[config.mk]
export PLATFORM = sky130hd
export DESIGN_NAME = dcp_top
export DESIGN_NICKNAME = d
export VERILOG_FILES = /design/src/logic/dcp_pkg.sv /design/src/logic/dcp_top.sv /design/src/logic/dcp_widen.sv
export SDC_FILE = /design/constraint.sdc
export NUM_CORES = 1
export LEC_CHECK = 0
export CORE_MARGIN = 2
export CORE_UTILIZATION = 45
export DETAILED_ROUTE_END_ITERATION = 16
export DONT_BUFFER_PORTS = 1
export GPL_TIMING_DRIVEN = 0
export MAX_ROUTING_LAYER = met4
export PLACE_DENSITY = 0.65
export SLEW_MARGIN = 20
export SYNTH_ARGS = -nofsm -noshare
export SYNTH_HDL_FRONTEND = slang
export SYNTH_SLANG_ARGS = --single-unit
[constraint.sdc]
create_clock -name ref_clk -period 4.5 [get_ports ref_clk]
set_input_delay 0.45 -clock ref_clk [delete_from_list [all_inputs] [get_ports ref_clk]]
set_output_delay 0.45 -clock ref_clk [all_outputs]
set_load 0.01 [all_outputs]
[src/logic/dcp_pkg.sv]
/*
 * package for the display command page control block: register map,
 * field layouts, reset values, pixel widening modes and state types.
 * assumes nothing beyond a single 25 MHz clock domain.
 */
package dcp_pkg;
    // ----------------------------------------
    // register offsets
    // ----------------------------------------
    localparam logic [7:0] DCP_OFS_TARGET_ADDR = 8'hf8;
    localparam logic [7:0] DCP_OFS_PIXEL_WIDEN = 8'hf9;
    localparam logic [7:0] DCP_OFS_RELOAD_CTRL = 8'hfb;
    localparam logic [7:0] DCP_OFS_SET_STATUS = 8'hfe;
    localparam logic [7:0] DCP_OFS_PAGE_SELECT = 8'hff;
    // ----------------------------------------
    // reset values and fixed codes
    // ----------------------------------------
    localparam logic [6:0] DCP_GLOBAL_TARGET = 7'h00;
    localparam logic [6:0] DCP_TARGET_RST = 7'h00;
    localparam logic [1:0] DCP_WIDEN_RST = 2'h0;
    localparam logic DCP_KEEP_RST = 1'b0;
    localparam logic [7:0] DCP_PAGE_RST = 8'h00;
    localparam logic [7:0] DCP_PAGE_MAX = 8'h05;
    localparam logic [5:0] DCP_STATUS_RST = 6'h01;
    localparam logic [7:0] DCP_READ_ZERO = 8'h00;
    // ----------------------------------------
    // nonvolatile-backed settings width
    // ----------------------------------------
    localparam int DCP_NV_W = 8;
    // ----------------------------------------
    // types
    // ----------------------------------------
    typedef enum logic [1:0] {
        DCP_WIDEN_REPLICATE = 2'b00,
        DCP_WIDEN_ZERO = 2'b01,
        DCP_WIDEN_ONES = 2'b10,
        DCP_WIDEN_NONE = 2'b11
    } dcp_widen_t;
    typedef enum logic [1:0] {
        DCP_FMT_565 = 2'b00,
        DCP_FMT_666 = 2'b01,
        DCP_FMT_888 = 2'b10,
        DCP_FMT_RSV = 2'b11
    } dcp_fmt_t;
    typedef struct packed {
        logic [7:0] r;
        logic [7:0] g;
        logic [7:0] b;
    } dcp_pixel_t;
    typedef struct packed {
        logic wr;
        logic rd;
        logic [6:0] target;
        logic [7:0] addr;
        logic [7:0] data;
    } dcp_req_t;
    typedef struct packed {
        logic [DCP_NV_W-1:0] lane;
        logic [DCP_NV_W-1:0] standby;
        logic [DCP_NV_W-1:0] three_d;
    } dcp_nv_t;
endpackage

[src/logic/dcp_top.sv]
/*
 * display command page control: target address, pixel widening,
 * sleep-exit reload control, active set status and page select.
 * assumes a decoded serial front end presenting one-cycle request pulses
 * on ref_clk, and sleep_exit / sw_reset as same-domain one-cycle pulses.
 */
// How it works
// - seven-bit programmable target address in bits 6:0, bit 7 reads zero, resets zero.
// - accesses to global target zero or the programmed target are accepted.
// - mode 00 widens by replicating top bits; eight-bit passes through.
// - mode 01 pads low bits with zeros.
// - reload bit zero reloads lane, standby, 3D settings; one keeps them.
// - leaving sleep reloads nonvolatile-backed settings unless reload bit is one.
// - reset values come from the store when programmed, else defaults.
// - status is one-hot, bit 0 base set, bits 1-5 pages, resets 01h.
// - page select 00h base set, 01h-05h pages zero to four, resets 00h.
// - a page select write of 00h-05h updates page_sel and status only; register decode ignores the page.
`timescale 1ns/1ns
`default_nettype none
module dcp_top
    import dcp_pkg::*;
#(
    parameter dcp_nv_t NV_DEFAULT = '0
)(
    // clock and reset
    input wire logic ref_clk,
    input wire logic rst_b,
    input wire logic sw_reset,
    // register requests
    input wire dcp_req_t req,
    // power state events
    input wire logic sleep_exit,
    // nonvolatile store
    input wire logic nv_programmed,
    input wire dcp_nv_t nv_values,
    // software-written settings
    input wire logic nv_load,
    input wire dcp_nv_t nv_sw_values,
    // pixel path
    input wire dcp_fmt_t pix_fmt,
    input wire dcp_pixel_t pix_in,
    output logic [7:0] pix_r,
    output logic [7:0] pix_g,
    output logic [7:0] pix_b,
    // register read answer
    output logic rd_valid,
    output logic [7:0] rd_data,
    // state
    output logic [5:0] active_set_status,
    output logic [7:0] page_sel,
    output dcp_nv_t nv_settings,
    output logic addr_hit
);
    // ----------------------------------------
    // state
    // ----------------------------------------
    typedef struct packed {
        logic [6:0] target;
        dcp_widen_t widen;
        logic keep_settings_on_wake;
        logic [7:0] page;
        logic [5:0] status;
        dcp_nv_t nv;
        logic rd_valid;
        logic [7:0] rd_data;
        logic hit;
        dcp_pixel_t pix;
        logic boot;
    } dcp_state_t;

    dcp_state_t st_r;
    dcp_state_t st_nxt;
    logic [1:0] rst_sync_r;
    logic rst_n_int;
    logic hit_now;
    logic [7:0] wide_r;
    logic [7:0] wide_g;
    logic [7:0] wide_b;
    dcp_nv_t reload_val;

    // ----------------------------------------
    // reset release
    // ----------------------------------------
    always_ff @(posedge ref_clk or negedge rst_b) begin
        if (!rst_b) begin
            rst_sync_r <= 2'h0;
        end else begin
            rst_sync_r <= {rst_sync_r[0], 1'b1};
        end
    end
    assign rst_n_int = rst_sync_r[1];

    // ----------------------------------------
    // widening, one instance per component
    // ----------------------------------------
    dcp_widen u_wr (.mode(st_r.widen), .fmt(pix_fmt), .five_bit(1'b1),
        .comp_in(pix_in.r), .comp_out(wide_r));
    dcp_widen u_wg (.mode(st_r.widen), .fmt(pix_fmt), .five_bit(1'b0),
        .comp_in(pix_in.g), .comp_out(wide_g));
    dcp_widen u_wb (.mode(st_r.widen), .fmt(pix_fmt), .five_bit(1'b1),
        .comp_in(pix_in.b), .comp_out(wide_b));

    // store contents stand in for defaults once programmed
    assign reload_val = nv_programmed ? nv_values : NV_DEFAULT;
    assign hit_now = (req.target == DCP_GLOBAL_TARGET) || (req.target == st_r.target);

    // ----------------------------------------
    // next state
    // ----------------------------------------
    always_comb begin
        st_nxt = st_r;
        st_nxt.rd_valid = 1'b0;
        st_nxt.hit = hit_now && (req.wr || req.rd);
        st_nxt.pix = '{r: wide_r, g: wide_g, b: wide_b};
        st_nxt.boot = 1'b0;
        if (nv_load) begin
            st_nxt.nv = nv_sw_values;
        end
        // keep bit one holds software values over the wake
        if (sleep_exit && !st_r.keep_settings_on_wake) begin
            st_nxt.nv = reload_val;
        end
        if (req.wr && hit_now) begin
            case (req.addr)
                DCP_OFS_TARGET_ADDR: st_nxt.target = req.data[6:0];
                DCP_OFS_PIXEL_WIDEN: st_nxt.widen = dcp_widen_t'(req.data[1:0]);
                DCP_OFS_RELOAD_CTRL: st_nxt.keep_settings_on_wake = req.data[0];
                DCP_OFS_PAGE_SELECT: begin
                    // unlisted page codes are ignored so status stays one-hot
                    if (req.data <= DCP_PAGE_MAX) begin
                        st_nxt.page = req.data;
                        st_nxt.status = 6'(1 << req.data[2:0]);
                    end
                end
                default: st_nxt.target = st_r.target;
            endcase
        end
        if (req.rd && hit_now) begin
            st_nxt.rd_valid = 1'b1;
            case (req.addr)
                DCP_OFS_TARGET_ADDR: st_nxt.rd_data = {1'b0, st_r.target};
                DCP_OFS_PIXEL_WIDEN: st_nxt.rd_data = {6'h00, st_r.widen};
                DCP_OFS_RELOAD_CTRL: st_nxt.rd_data = {7'h00, st_r.keep_settings_on_wake};
                DCP_OFS_SET_STATUS: st_nxt.rd_data = {2'h0, st_r.status};
                default: st_nxt.rd_data = DCP_READ_ZERO;
            endcase
        end
        // store is sampled at the first clock after release, never while in reset
        if (st_r.boot) begin
            st_nxt.nv = reload_val;
        end
        // software reset restores defaults; settings come from the store if programmed
        if (sw_reset) begin
            st_nxt = '0;
            st_nxt.status = DCP_STATUS_RST;
            st_nxt.page = DCP_PAGE_RST;
            st_nxt.target = DCP_TARGET_RST;
            st_nxt.widen = dcp_widen_t'(DCP_WIDEN_RST);
            st_nxt.keep_settings_on_wake = DCP_KEEP_RST;
            st_nxt.nv = reload_val;
        end
    end

    // ----------------------------------------
    // state register
    // ----------------------------------------
    always_ff @(posedge ref_clk or negedge rst_n_int) begin
        if (!rst_n_int) begin
            st_r <= '0;
            st_r.status <= DCP_STATUS_RST;
            st_r.page <= DCP_PAGE_RST;
            st_r.target <= DCP_TARGET_RST;
            st_r.widen <= dcp_widen_t'(DCP_WIDEN_RST);
            st_r.keep_settings_on_wake <= DCP_KEEP_RST;
            st_r.nv <= NV_DEFAULT;
            st_r.boot <= 1'b1;
        end else begin
            st_r <= st_nxt;
        end
    end

    // ----------------------------------------
    // outputs
    // ----------------------------------------
    assign pix_r = st_r.pix.r;
    assign pix_g = st_r.pix.g;
    assign pix_b = st_r.pix.b;
    assign rd_valid = st_r.rd_valid;
    assign rd_data = st_r.rd_data;
    assign active_set_status = st_r.status;
    assign page_sel = st_r.page;
    assign nv_settings = st_r.nv;
    assign addr_hit = st_r.hit;

    // ----------------------------------------
    // checks
    // ----------------------------------------
    a_status_onehot: assert property (@(posedge ref_clk) disable iff (!rst_n_int)
        $onehot(st_r.status)) else $error("status not one-hot");
    a_page_status_tie: assert property (@(posedge ref_clk) disable iff (!rst_n_int)
        st_r.status == 6'(1 << st_r.page[2:0])) else $error("status off page");
    a_page_write: assert property (@(posedge ref_clk) disable iff (!rst_n_int)
        req.wr && hit_now && !sw_reset && req.addr == DCP_OFS_PAGE_SELECT
        && req.data <= DCP_PAGE_MAX |=> page_sel == $past(req.data))
        else $error("page select lost");
    a_global_hit: assert property (@(posedge ref_clk) disable iff (!rst_n_int)
        req.rd && req.target == DCP_GLOBAL_TARGET && !sw_reset |=> rd_valid)
        else $error("global target refused");
    a_target_bit7: assert property (@(posedge ref_clk) disable iff (!rst_n_int)
        rd_valid && $past(req.addr) == DCP_OFS_TARGET_ADDR |-> !rd_data[7])
        else $error("target bit 7 set");
    a_keep_hold: assert property (@(posedge ref_clk) disable iff (!rst_n_int)
        sleep_exit && st_r.keep_settings_on_wake && !nv_load && !sw_reset
        |=> st_r.nv == $past(st_r.nv)) else $error("settings reloaded");
    a_wake_reload: assert property (@(posedge ref_clk) disable iff (!rst_n_int)
        sleep_exit && !st_r.keep_settings_on_wake |=> st_r.nv == $past(reload_val))
        else $error("wake reload missed");
    a_boot_load: assert property (@(posedge ref_clk) disable iff (!rst_n_int)
        st_r.boot |=> st_r.nv == $past(reload_val))
        else $error("boot load missed");
    a_widen_rep: assert property (@(posedge ref_clk) disable iff (!rst_n_int)
        st_r.widen == DCP_WIDEN_REPLICATE && pix_fmt == DCP_FMT_565
        |=> pix_r[2:0] == pix_r[7:5]) else $error("replicate wrong");
    a_widen_zero: assert property (@(posedge ref_clk) disable iff (!rst_n_int)
        st_r.widen == DCP_WIDEN_ZERO && pix_fmt == DCP_FMT_666
        |=> pix_g[1:0] == 2'h0) else $error("zero pad wrong");
endmodule
`default_nettype wire

[src/logic/dcp_widen.sv]
/*
 * widens one colour component to eight bits.
 * assumes the component sits in the low bits of comp_in.
 */
`timescale 1ns/1ns
`default_nettype none
module dcp_widen
    import dcp_pkg::*;
(
    // selection
    input wire dcp_widen_t mode,
    input wire dcp_fmt_t fmt,
    input wire logic five_bit,
    // data
    input wire logic [7:0] comp_in,
    output logic [7:0] comp_out
);
    // ----------------------------------------
    // widening
    // ----------------------------------------
    always_comb begin
        comp_out = comp_in;
        if (fmt != DCP_FMT_888) begin
            if (five_bit && fmt == DCP_FMT_565) begin
                case (mode)
                    DCP_WIDEN_REPLICATE: comp_out = {comp_in[4:0], comp_in[4:2]};
                    DCP_WIDEN_ZERO: comp_out = {comp_in[4:0], 3'h0};
                    DCP_WIDEN_ONES: comp_out = {comp_in[4:0], 3'h7};
                    default: comp_out = {comp_in[4:0], 3'h0};
                endcase
            end else begin
                case (mode)
                    DCP_WIDEN_REPLICATE: comp_out = {comp_in[5:0], comp_in[5:4]};
                    DCP_WIDEN_ZERO: comp_out = {comp_in[5:0], 2'h0};
                    DCP_WIDEN_ONES: comp_out = {comp_in[5:0], 2'h3};
                    default: comp_out = {comp_in[5:0], 2'h0};
                endcase
            end
        end
    end
endmodule
`default_nettype wire

# ---- Yosys cells after proc, flatten, opt, wreduce, memory -nomap -nowiden
# Cells that the tools add are included.
dict set report totals {
  regBits 85
  input_bits 105
  elab_cells 71
}
dict set report classes {
  order_cmp 1
  n_eq_ne 8
  shift 1
  n_mux 23
  reduce_logical 22
}
# op count
set op_table {}
lappend op_table {{$mux 24} 5}
lappend op_table {{$mux 83} 1}
lappend op_table {{$eq 8x8->1 const B} 5}
lappend op_table {{$mux 8} 5}
lappend op_table {{$mux 14} 2}
lappend op_table {{$pmux 7 s4} 1}
lappend op_table {{$reduce_bool 2->1} 7}
lappend op_table {{$pmux 2 s2} 3}
lappend op_table {{$pmux 3 s2} 2}
lappend op_table {{$mux 9} 1}
lappend op_table {{$le 8x3->1 const B} 1}
lappend op_table {{$eq 7x7->1} 1}
lappend op_table {{$logic_not 7->1} 1}
lappend op_table {{$mux 7} 1}
lappend op_table {{$reduce_and 2->1} 3}
lappend op_table {{$shl 1x3->6 const A} 1}
lappend op_table {{$logic_and 1x1->1} 4}
lappend op_table {{$logic_not 2->1} 2}
lappend op_table {{$reduce_bool 4->1} 1}
lappend op_table {{$reduce_and 3->1} 1}
lappend op_table {{$eq 2x2->1 const B} 1}
lappend op_table {{$logic_or 1x1->1} 2}
lappend op_table {{$mux 2} 1}
lappend op_table {{$ne 2x2->1 const B} 1}
lappend op_table {{other kinds (2)} 2}

# ---- Logic depth before layout (Yosys ltp)
# Gate-level depths: netlist of the first run.
dict set report depth {
  ltp_word 5
  mapped_depth 7
  depth_no_buf 5
}

# ---- Hierarchy
# Synthesis of the first run repeated with hierarchy kept, for this count alone.
dict set report unflattened {
  cells_unflattened 513
  area_unflattened_um2 5024.8
}
# mod n_inst cells_each area_per_inst_um2 seq_area_each_um2
set modules_own_cells {}
lappend modules_own_cells {dcp_top 1 390 4236.6 2104.5}
lappend modules_own_cells {dcp_widen 3 41 262.8 0.0}

# ---- Worst setup path after synthesis of the first run
# No wires, ideal clock.
dict set report synth_path {
  path_kind {input port to flip-flop}
  from {in req[4] (netlist name)}
  to {reg st_r, in the netlist page_sel[6]}
  setup_time_ns 0.120
  t_arrival_ns 1.843
  path_slack_ns 2.538
  cell_stages 5
  n_path_buf 1
  cell_sequence {or4_4 > a2111oi_4 > nand4_2 > buf_6 > and3b_1}
}
dict set report synth_via {
  elab_chain_cells 3
}
# item line
set synth_rtl {}
lappend synth_rtl {{from (decl)} dcp_top.sv:30} ;# input wire dcp_req_t req,
lappend synth_rtl {{$le 8x3->1} dcp_top.sv:130} ;# if (req.data <= DCP_PAGE_MAX) begin
lappend synth_rtl {{$reduce_bool 2->1 (no source line)} n/a}
lappend synth_rtl {{$reduce_and 3->1 (no source line)} n/a}
lappend synth_rtl {{to (signal assigned)} dcp_top.sv:178} ;# st_r <= st_nxt;
lappend synth_rtl {{to (decl)} dcp_top.sv:71} ;# dcp_state_t st_r;
# Every way passes these cells.
# A chain may end at the register's enable or synchronous reset.

# ---- Worst setup path after layout of the first run
dict set report layout_path {
  from {reg st_r[78] (netlist name)}
  to {reg st_r, in the netlist rd_data[1]}
}
dict set report layout_via {
  elab_chain_cells 4
}
# item line
set layout_rtl {}
lappend layout_rtl {{$eq 7x7->1} dcp_top.sv:105} ;# assign hit_now = (req.target == DCP_GLOBAL_TARGET) || (req.target == st_r.target);
lappend layout_rtl {{$logic_or 1x1->1} dcp_top.sv:105}
lappend layout_rtl {{$logic_and 1x1->1} dcp_top.sv:138} ;# if (req.rd && hit_now) begin
lappend layout_rtl {{$reduce_bool 2->1 (no source line)} n/a}
# Every way passes these cells.

==> results.py, run 1 <==
metrics = {
    "sta": {
        "rsz0062_at_grt": "no",
        "setup_viol": 0,
        "setup-tns-final_ps": 0,
        "fin_crit_ps": 2060,
        "slew_headroom_pct": 54.2,
        "tightest_slew_ps": 687,
        "finalCritPeriodShare_pct": 45.8,
        "max_freq_ghz": 0.485,
        "finalMaxSlewViolations": 0,
        "finClkSkew_ps": 12.6,
        "hold_violations": 0,
    },
    "placed_design": {
        "place_congestion": 0.881,
        "dp_hpwl_um": 8390,
        "io_buffer_count": 0,
    },
    "floorplanning": {
        "die_w_um": 106,
        "rows": 37,
        "core-area_um2": 10200,
        "start_util_pct": 46.1,
        "io_pins": 177,
        "dieArea_um2": 11300,
        "die_h_um": 106,
    },
    "global_routing": {
        "grt_pass1_wl_um": 17100,
        "grt_pass1_vias": 3384,
        "grt_overflow": 0,
        "grt_antenna_before_repair": 0,
        "grt_max_degree": 45,
        "track_usage_pct": 19.9,
    },
    "critical_path": {
        "cp.required_ps": 4740,
        "ff2ff_path_depth": 5,
        "cp-end-kind": "flip-flop",
        "r2r-end": "rd_data[1]",
        "start_kind": "flip-flop",
        "worstPathArrival_ps": 2300,
        "crit_fanout": 8,
        "critPathMaxStageDelay_ps": 430,
        "crit_start": "st_r[78]",
        "crit_type": "flip-flop to flip-flop",
        "critPathCapture": "rd_data[1]",
        "worstPathCellList": "xnor2_1 > nand4_1 > o41ai_4 > nand2_1 > mux2_2",
        "cpMaxStageDelayCell": "dfrtp_1",
        "rrSetupSlack_ps": 2440,
        "worstReg2RegStart": "st_r[78]",
    },
    "synth": {
        "synth.avg_cell_area_um2": 9.73,
        "syn-cell-area_um2": 4720,
        "synthArstFlopShare_pct": 100,
        "synth_seq_area_share_pct": 44.6,
        "synth_cell_types": 38,
        "synth_seq_cells": 84,
        "ys_warn_count": 0,
        "ys.flop_type": "dfrtp_1",
        "synth_edf_count": 0,
        "syn-instance-count": 485,
    },
    "finish": {
        "area_delta_synth_final_pct": 8.91,
        "drive_above_1_share_pct": 19.6,
        "nNetsFinal": 604,
        "postLayoutCoreUtil_pct": 50.2,
        "diodes": 0,
    },
    "clocking": {
        "cts-root-buf": "clkbuf_8",
        "postCtsSetupRepairBufs": 0,
        "cts_resized": 0,
        "path_clk_slew_ps": 90,
        "clkLatencyLatePin_ps": 360,
        "numCtsBuffers": 9,
        "cts_tree": "built",
        "cts-htree-levels": 3,
        "cts.sinks": 84,
        "cts_buffer_depth": 2,
    },
    "routing": {
        "drc": 0,
        "wire_per_inst_um": 17.1,
        "vias": 3347,
        "drt-total-wl_um": 10900,
        "drt-pass1-iter-count": 4,
        "ant_nets": 0,
        "dr.first_iter.drc_count": 234,
        "avgViaCountPerCell": 5.23,
    },
    "pwr": {
        "power_uw": 1570,
        "max-vdd-ir-drop_mv": 0.155,
        "power.leakage_uw": 0.00257,
        "powerDensity_nw_per_um2": 305,
    },
    "flow_run": {
        "drv_cap": 0,
    },
    "min_path": {
        "hold_path.class": "input pin to flip-flop",
    },
    "status": {
        "status": "completed",
    },
}
-- power by group --
| part | switching [µW] | internal (µW) | total, µW |
|---|---|---|---|
| Clock | 265 | 302 | 567 |
| Combinational | 107 | 90.5 | 197 |
| Sequential | 19.7 | 785 | 805 |
-- cell usage in the layout, fill, tap and decap left out, drive strengths merged, types with 2 or more instances in the layout --
| master | count |
|---|---|
| nor3 | 14 |
| mux2i | 59 |
| a21oi | 22 |
| o21bai | 2 |
| nand2 | 26 |
| a22o | 4 |
| conb | 3 |
| nor2b | 11 |
| xnor2 | 4 |
| a211oi | 6 |
| buf | 76 |
| nand3 | 27 |
| clkbuf | 36 |
| inv | 2 |
| mux2 | 4 |
| nor2 | 38 |
| and2 | 2 |
| nand2b | 28 |
| xor2 | 3 |
| dfstp | 2 |
| and3 | 2 |
| dfrtp | 82 |
| o21ai | 28 |
| and3b | 5 |
| clkinv | 2 |
| nand4 | 4 |
-- flip-flops by register name, indices dropped and copies added, names as in the netlist, 2 cells and up --
name and flops:
active_set_status 6, nv_settings 24, page_sel 8, pix_b 8
pix_g 8, pix_r 8, rd_data 7, rst_sync_r 2
st_r 11
-- worst min path at each step --
| stage | start | endpoint | cells after the start |
|---|---|---|---|
| final | pix_in[14] | pix_g[6] | 2 |
| after global routing | pix_in[10] | pix_g[2] | 2 |
| after CTS | pix_in[10] | pix_g[2] | 2 |
| after detailed placement | rst_b | rst_sync_r[0] | 0 |
| after global placement | rst_b | rst_sync_r[1] | 0 |
| after floorplan | rst_b | rst_sync_r[0] | 0 |
-- synthesized netlist by cell type, types with 3 or more instances --
cell type | number | share of area [%]
buf_4 | 70 | 11
xnor2_1 | 4 | 0.74
nor2_1 | 38 | 3.0
and3b_1 | 5 | 0.93
a22o_1 | 4 | 0.74
mux2i_1 | 59 | 13
clkbuf_1 | 23 | 1.8
nand2_1 | 26 | 2.1
a211oi_1 | 6 | 0.95
nand3_1 | 27 | 2.9
nor3_1 | 14 | 1.5
o21ai_0 | 28 | 3.0
buf_1 | 4 | 0.32
dfrtp_1 | 82 | 43
xor2_1 | 3 | 0.56
nand2b_1 | 28 | 3.7
nor2b_1 | 11 | 1.5
a21oi_1 | 22 | 2.3
mux2_2 | 4 | 0.95
-- cells by family (layout without fill, tap and decap cells) --
group / after synthesis / in the layout / share of synthesized area, %
and+or+nand+nor: 162 / 162 / 17.7
DFF: 84 / 84 / 44.6
xor gates and xnor gates: 7 / 7 / 1.30
muxes: 63 / 63 / 13.5
AOI/OAI and AO/OA: 67 / 67 / 9.07
other: 2 / 3 / 0.159
buffers and inverters: 100 / 118 / 13.7
-- layer usage --
metal / part of all wire, % / vias to the layer above / global-route usage [%]
met2: 49 / 151 / 32.8
met4: 1.3 / 0 / 6.77
met3: 7.8 / 12 / 5.27
met5: 0 / - / -
li1: - / 1606 / -
met1: 42 / 1578 / 23.9
-- through the flow --
stage	std cells	setup slack [ps]	hold slack, ps	cell area [µm²]
finish	640	2440	219	5140
global route	640	2280	197	5140
CTS	640	2420	196	5140
detailed placement	623	2330	154	4920
global placement	622	1070	154	4890
floorplan	486	1990	154	4720
-- final cells by class --
type | count | area (µm²)
clock buffers | 13 | 169
well taps | 136 | 170
clock inverters | 3 | 43.8
inverters | 2 | 7.51
fillers | 945 | 5090
flip-flops and latches | 84 | 2110
repair buffers | 2 | 30.0
multi-input cells | 302 | 1970
plain buffers | 98 | 638
-- worst max-delay path: cells and delay by family (launching register included) --
kind | cells | cell delay (ps)
xor+xnor | 1 | 140
simple gates | 2 | 570
flops | 1 | 430
mux | 1 | 380
compound gates | 1 | 420
-- timing repair --
| item | CTS | global route |
|---|---|---|
| hold buffers | 1 | 0 |
| setup endpoints to repair | 0 | 0 |
| hold endpoints to repair | 2 | 0 |
Note: power is estimated with default switching activity, not from simulation.
==> run 2: changes to the inputs <==
==> constraint.sdc (replaced) <==
create_clock -name ref_clk -period 1.9 [get_ports ref_clk]
set_input_delay 0.19 -clock ref_clk [delete_from_list [all_inputs] [get_ports ref_clk]]
set_output_delay 0.19 -clock ref_clk [all_outputs]
set_load 0.01 [all_outputs]
==> results.py, run 2 (synthesis results as in run 1) <==
metrics = {
    "status": {
        "status": "completed",
    },
    "clocking": {
        "cts-root-buf": "clkbuf_8",
        "numCtsBuffers": 9,
        "cts-htree-levels": 3,
        "cts.sinks": 84,
        "clkLatencyLatePin_ps": 360,
        "path_clk_slew_ps": 80,
        "cts_buffer_depth": 2,
        "cts_tree": "built",
    },
    "floorplanning": {
        "rows": 37,
        "start_util_pct": 46.1,
        "core-area_um2": 10200,
        "dieArea_um2": 11300,
        "die_h_um": 106,
        "die_w_um": 106,
        "io_pins": 177,
    },
    "placed_design": {
        "io_buffer_count": 0,
        "dpl.cell_count": 623,
        "pre_cts_ws_ps": -175,
        "place_congestion": 0.879,
        "dp_hpwl_um": 8600,
    },
    "global_routing": {
        "track_usage_pct": 22.6,
        "gr-usage-met3_pct": 5.03,
        "grt_most_used_layer": "met2",
        "grt_antenna_before_repair": 0,
        "gr-usage-met2_pct": 38.0,
        "met1_usage_pct": 26.3,
        "grt_overflow": 0,
        "grt_pass1_wl_um": 19300,
        "grt_pass1_vias": 3769,
        "grt_max_degree": 46,
    },
    "critical_path": {
        "worstPathArrival_ps": 2070,
        "rrSetupSlack_ps": 80,
        "crit_start": "st_r[79]",
        "ff2ff_path_depth": 7,
        "start_kind": "flip-flop",
        "worstReg2RegStart": "st_r[79]",
        "crit_type": "flip-flop to flip-flop",
        "crit_fanout": 5,
        "cp-end-kind": "flip-flop",
        "r2r-end": "page_sel[4]",
        "cp.required_ps": 2160,
    },
    "sta": {
        "hold_violations": 0,
        "tightest_slew_ps": 721,
        "finalWorstSetupSlack_ps": 84.0,
        "setup_viol": 0,
        "finClkSkew_ps": 7.06,
        "fin_crit_ps": 1820,
        "setup-tns-final_ps": 0,
        "finalCritPeriodShare_pct": 95.6,
        "finalMaxSlewViolations": 0,
        "max_freq_ghz": 0.551,
        "slew_headroom_pct": 51.9,
    },
    "pwr": {
        "p_int_uw": 2830,
        "p_sw_share_pct": 25.5,
        "power.leakage_uw": 0.00284,
        "p_seq_share_pct": 50.2,
        "powerDensity_nw_per_um2": 662,
        "combPwrFrac_pct": 15.3,
        "power_switching_uw": 972,
        "power_uw": 3800,
        "max-vdd-ir-drop_mv": 0.294,
        "clockPowerShare_pct": 34.6,
    },
    "routing": {
        "drc": 0,
        "dr.first_iter.drc_count": 307,
        "avgViaCountPerCell": 5.25,
        "drt-total-wl_um": 12300,
        "wire_per_inst_um": 17.7,
        "ant_nets": 0,
        "vias": 3664,
        "drt-pass1-iter-count": 4,
    },
    "min_path": {
        "hold_path.class": "input pin to flip-flop",
        "min_delay_path_depth": 2,
        "hold_path_end": "pix_b[2]",
        "min_from": "pix_in[0]",
    },
    "finish": {
        "drive_above_1_share_pct": 19.2,
        "diodes": 0,
        "layout_commonest_cell": "dfrtp_1",
        "fillers": 890,
        "fin_cells": 698,
        "largest_reg_flops": 24,
        "final_cell_mix": "dfrtp_1 (81), buf_4 (74), mux2i_1 (59)",
        "nNetsFinal": 662,
        "area_delta_synth_final_pct": 21.8,
    },
    "flow_run": {
        "drv_cap": 0,
    },
}
[run 2: cell types whose count changed in the layout (fill, tap and decap cells not counted), sizes merged]
cell | before | now
clkbuf | 36 | 35
dlygate4sd3 | 1 | 54
clkinv | 2 | 0
clkinvlp | 0 | 2
buf | 76 | 82
[run 2: layout make-up]
type	count	area, µm²	share of cell area (%)
repair buffers	60	613	10.7
clock buffers	13	159	2.77
multi-input cells	302	2000	34.8
plain buffers	98	646	11.2
well taps	136	170	2.96
flip-flops and latches	84	2110	36.7
inverters	2	7.51	0.131
clock inverters	3	45.0	0.784
[run 2: power by group through the flow]
stage          combinational (µW)  sequential (µW)  clock (µW)
4_1_cts                       575             1910        1360
3_5_place_dp                  474             1940           0
3_3_place_gp                  440             1960           0
6_report                      581             1910        1310
5_1_grt                       634             1920        1440
2_1_floorplan                 378             1940           0
[run 2: routing by layer]
| metal | wire length, µm | vias up | part of all wire (%) |
|---|---|---|---|
| li1 | - | 1729 | - |
| met1 | 4990 | 1748 | 40 |
| met2 | 6140 | 169 | 50 |
| met3 | 973 | 18 | 7.9 |
| met4 | 251 | 0 | 2.0 |
| met5 | 0 | - | 0 |
[run 2: worst max-delay path: stages, from the launching register on]
cell,delay (ps)
dfrtp_1,420
xnor2_1,180
nand4_1,210
o41ai_4,260
buf_6,190
nand4_4,120
buf_4,180
and3b_1,170
[run 2: timing repair]
action | CTS | global route
resized for setup | 2 | 18
gates cloned | 1 | 0
hold buffers | 54 | 0
hold endpoints to repair | 54 | 0
setup endpoints to repair | 23 | 44
setup buffers | 1 | 3
pin swaps | 2 | 2
[run 2: worst max-delay path by stage]
stage / end / slack, ps / cells past startpoint
2_1_floorplan: rd_data[0] / 150 / 5
3_3_place_gp: rd_data[1] / -130 / 5
3_5_place_dp: rd_data[1] / -170 / 5
4_1_cts: rd_data[1] / 0.6 / 6
5_1_grt: page_sel[7] / -60 / 7
6_report: page_sel[4] / 80 / 7
[run 2: stage by stage]
stage	hold WS [ps]	instance area, µm²	utilization, %
6_report	23.7	5750	56.2
5_1_grt	13.4	5750	56.2
4_1_cts	6.94	5690	55.6
3_5_place_dp	-106	4920	48.1
3_3_place_gp	-106	4890	47.8
2_1_floorplan	-106	4720	-
==> run 3: changes to the inputs <==
==> constraint.sdc (replaced) <==
create_clock -name ref_clk -period 1.7 [get_ports ref_clk]
set_input_delay 0.17 -clock ref_clk [delete_from_list [all_inputs] [get_ports ref_clk]]
set_output_delay 0.17 -clock ref_clk [all_outputs]
set_load 0.01 [all_outputs]
==> results.py, run 3 (synthesis results as in run 1) <==
metrics = {
    "sta": {
        "max_freq_ghz": 0.556,
        "setup_viol": 18,
        "finClkSkew_ps": 13.2,
        "hold_violations": 0,
        "finalCritPeriodShare_pct": 106,
        "rsz0062_at_grt": "yes",
        "finalWorstSetupSlack_ps": -99.9,
        "fin_hold_ws_ps": 23.4,
        "finalMaxSlewViolations": 0,
        "slew_headroom_pct": 50.0,
        "tightest_slew_ps": 751,
        "fin_crit_ps": 1800,
    },
    "routing": {
        "dr.first_iter.drc_count": 247,
        "avgViaCountPerCell": 5.21,
        "vias": 3663,
        "drt-total-wl_um": 12200,
        "drc": 0,
        "ant_nets": 0,
        "drt-pass1-iter-count": 4,
        "wire_per_inst_um": 17.3,
    },
    "clocking": {
        "clkLatencyLatePin_ps": 350,
        "cts.sinks": 84,
        "numCtsBuffers": 9,
        "cts_buffer_depth": 2,
        "cts-htree-levels": 3,
        "cts_tree": "built",
        "cts-root-buf": "clkbuf_8",
        "path_clk_slew_ps": 90,
    },
    "placed_design": {
        "place_congestion": 0.900,
        "place_area_um2": 4930,
        "io_buffer_count": 0,
        "dpl.cell_count": 623,
        "pre_cts_ws_ps": -288,
        "dp_hpwl_um": 8450,
    },
    "status": {
        "status": "finished with violations",
        "violations": "setup timing",
    },
    "global_routing": {
        "grt_pass1_wl_um": 19000,
        "track_usage_pct": 22.3,
        "grt_antenna_before_repair": 0,
        "grt_pass1_vias": 3755,
        "grt_overflow": 0,
        "grt_max_degree": 52,
    },
    "finish": {
        "diodes": 0,
        "final_area_um2": 5790,
        "fillers": 853,
        "final_cell_mix": "dfrtp_1 (81), buf_4 (74), mux2i_1 (59)",
        "nNetsFinal": 667,
        "postLayoutCoreUtil_pct": 56.6,
        "fin_cells": 703,
        "area_delta_synth_final_pct": 22.7,
        "layout_commonest_cell": "dfrtp_1",
        "drive_above_1_share_pct": 19.8,
        "largest_reg_flops": 24,
    },
    "critical_path": {
        "critPathBufInv": 2,
        "crit_family": "simple AND/OR/NAND/NOR gates",
        "crit_type": "flip-flop to flip-flop",
        "cpMaxStageDelayCell": "dfrtp_1",
        "crit_start": "st_r[82]",
        "crit_fanout": 6,
        "start_kind": "flip-flop",
        "path_common_cell": "buf_6",
        "cp-end-kind": "flip-flop",
        "critPathMaxStageDelay_ps": 410,
        "cp.required_ps": 1950,
        "worstReg2RegStart": "st_r[82]",
        "worstPathCellList": "xnor2_1 > nand4_1 > o41ai_4 > buf_6 > nand4_4 > buf_6 > and3b_1",
        "worstPathArrival_ps": 2050,
    },
    "pwr": {
        "power.leakage_uw": 0.00286,
        "powerDensity_nw_per_um2": 697,
        "max-vdd-ir-drop_mv": 0.339,
    },
    "floorplanning": {
        "core-area_um2": 10200,
        "dieArea_um2": 11300,
        "rows": 37,
        "die_h_um": 106,
        "io_pins": 177,
        "die_w_um": 106,
        "start_util_pct": 46.1,
    },
    "flow_run": {
        "drv_cap": 0,
    },
    "min_path": {
        "min_from": "req[2]",
        "hold_path.class": "input pin to flip-flop",
    },
}
==> run 3: cell count changes in the layout (fill, tap and decap cells not counted), sizes merged <==
cell | previous run | this run
clkbuf | 35 | 33
clkinv | 0 | 4
dlygate4sd3 | 54 | 56
bufinv | 1 | 0
buf | 82 | 85
clkinvlp | 2 | 1
==> run 3: where the power goes <==
part,internal (µW),switching (µW),total (µW)
clock,561,687,1250
combinational,328,328,656
sequential,2080,52.9,2130
total,2970,1070,4040
==> run 3: routing by layer <==
| metal | vias up | wire [µm] | track usage [%] |
|---|---|---|---|
| met5 | - | 0 | - |
| met4 | 0 | 371 | 9.46 |
| met3 | 28 | 983 | 5.09 |
| met2 | 189 | 5900 | 37.0 |
| met1 | 1712 | 4910 | 26.1 |
| li1 | 1734 | - | - |
==> run 3: worst paths after layout <==
check / to / slack, ps / depth (start not counted)
setup / recovery: page_sel[7] / -100 / 7
hold / removal: st_r[78] / 20 / 2
setup reg to reg: page_sel[7] / -100 / 7
hold reg to reg: nv_settings[21] / 270 / 0
max in group asynchronous: active_set_status[0] / 790 / 1
min in group asynchronous: rst_sync_r[1] / 40 / 1
==> run 3: final cells by class <==
cell class | instances | area (µm²) | area share (%)
flip-flops and latches | 84 | 2110 | 36.4
repair buffers | 65 | 681 | 11.8
inverters | 2 | 7.51 | 0.130
plain buffers | 98 | 642 | 11.1
well taps | 136 | 170 | 2.94
multi-input cells | 302 | 2010 | 34.8
clock buffers | 11 | 141 | 2.44
clock inverters | 5 | 27.5 | 0.475
==> run 3: what timing repair did <==
| item | 4_1_cts | 5_1_grt |
|---|---|---|
| hold buffers | 56 | 0 |
| gates cloned | 1 | 0 |
| endpoints found under the setup margin | 51 | 52 |
| endpoints found under the hold margin | 59 | 0 |
| buffers inserted | 7 | 0 |
| resized for setup | 8 | 6 |
| pin swaps | 3 | 2 |
==> run 3: stage by stage <==
step	setup TNS [ps]	power [µW]
after global placement	-24290	2680
final	-1080	4040
after detailed placement	-8250	2700
after global routing	-1910	4240
after floorplan	-3.42	2590
after CTS	-2140	4080
==> run 3: worst reg2reg max path: stages (launching register included) <==
cell and delay, ps:
dfrtp_1 410, xnor2_1 180, nand4_1 200, o41ai_4 260, buf_6 180, nand4_4 130, buf_6 180, and3b_1 170
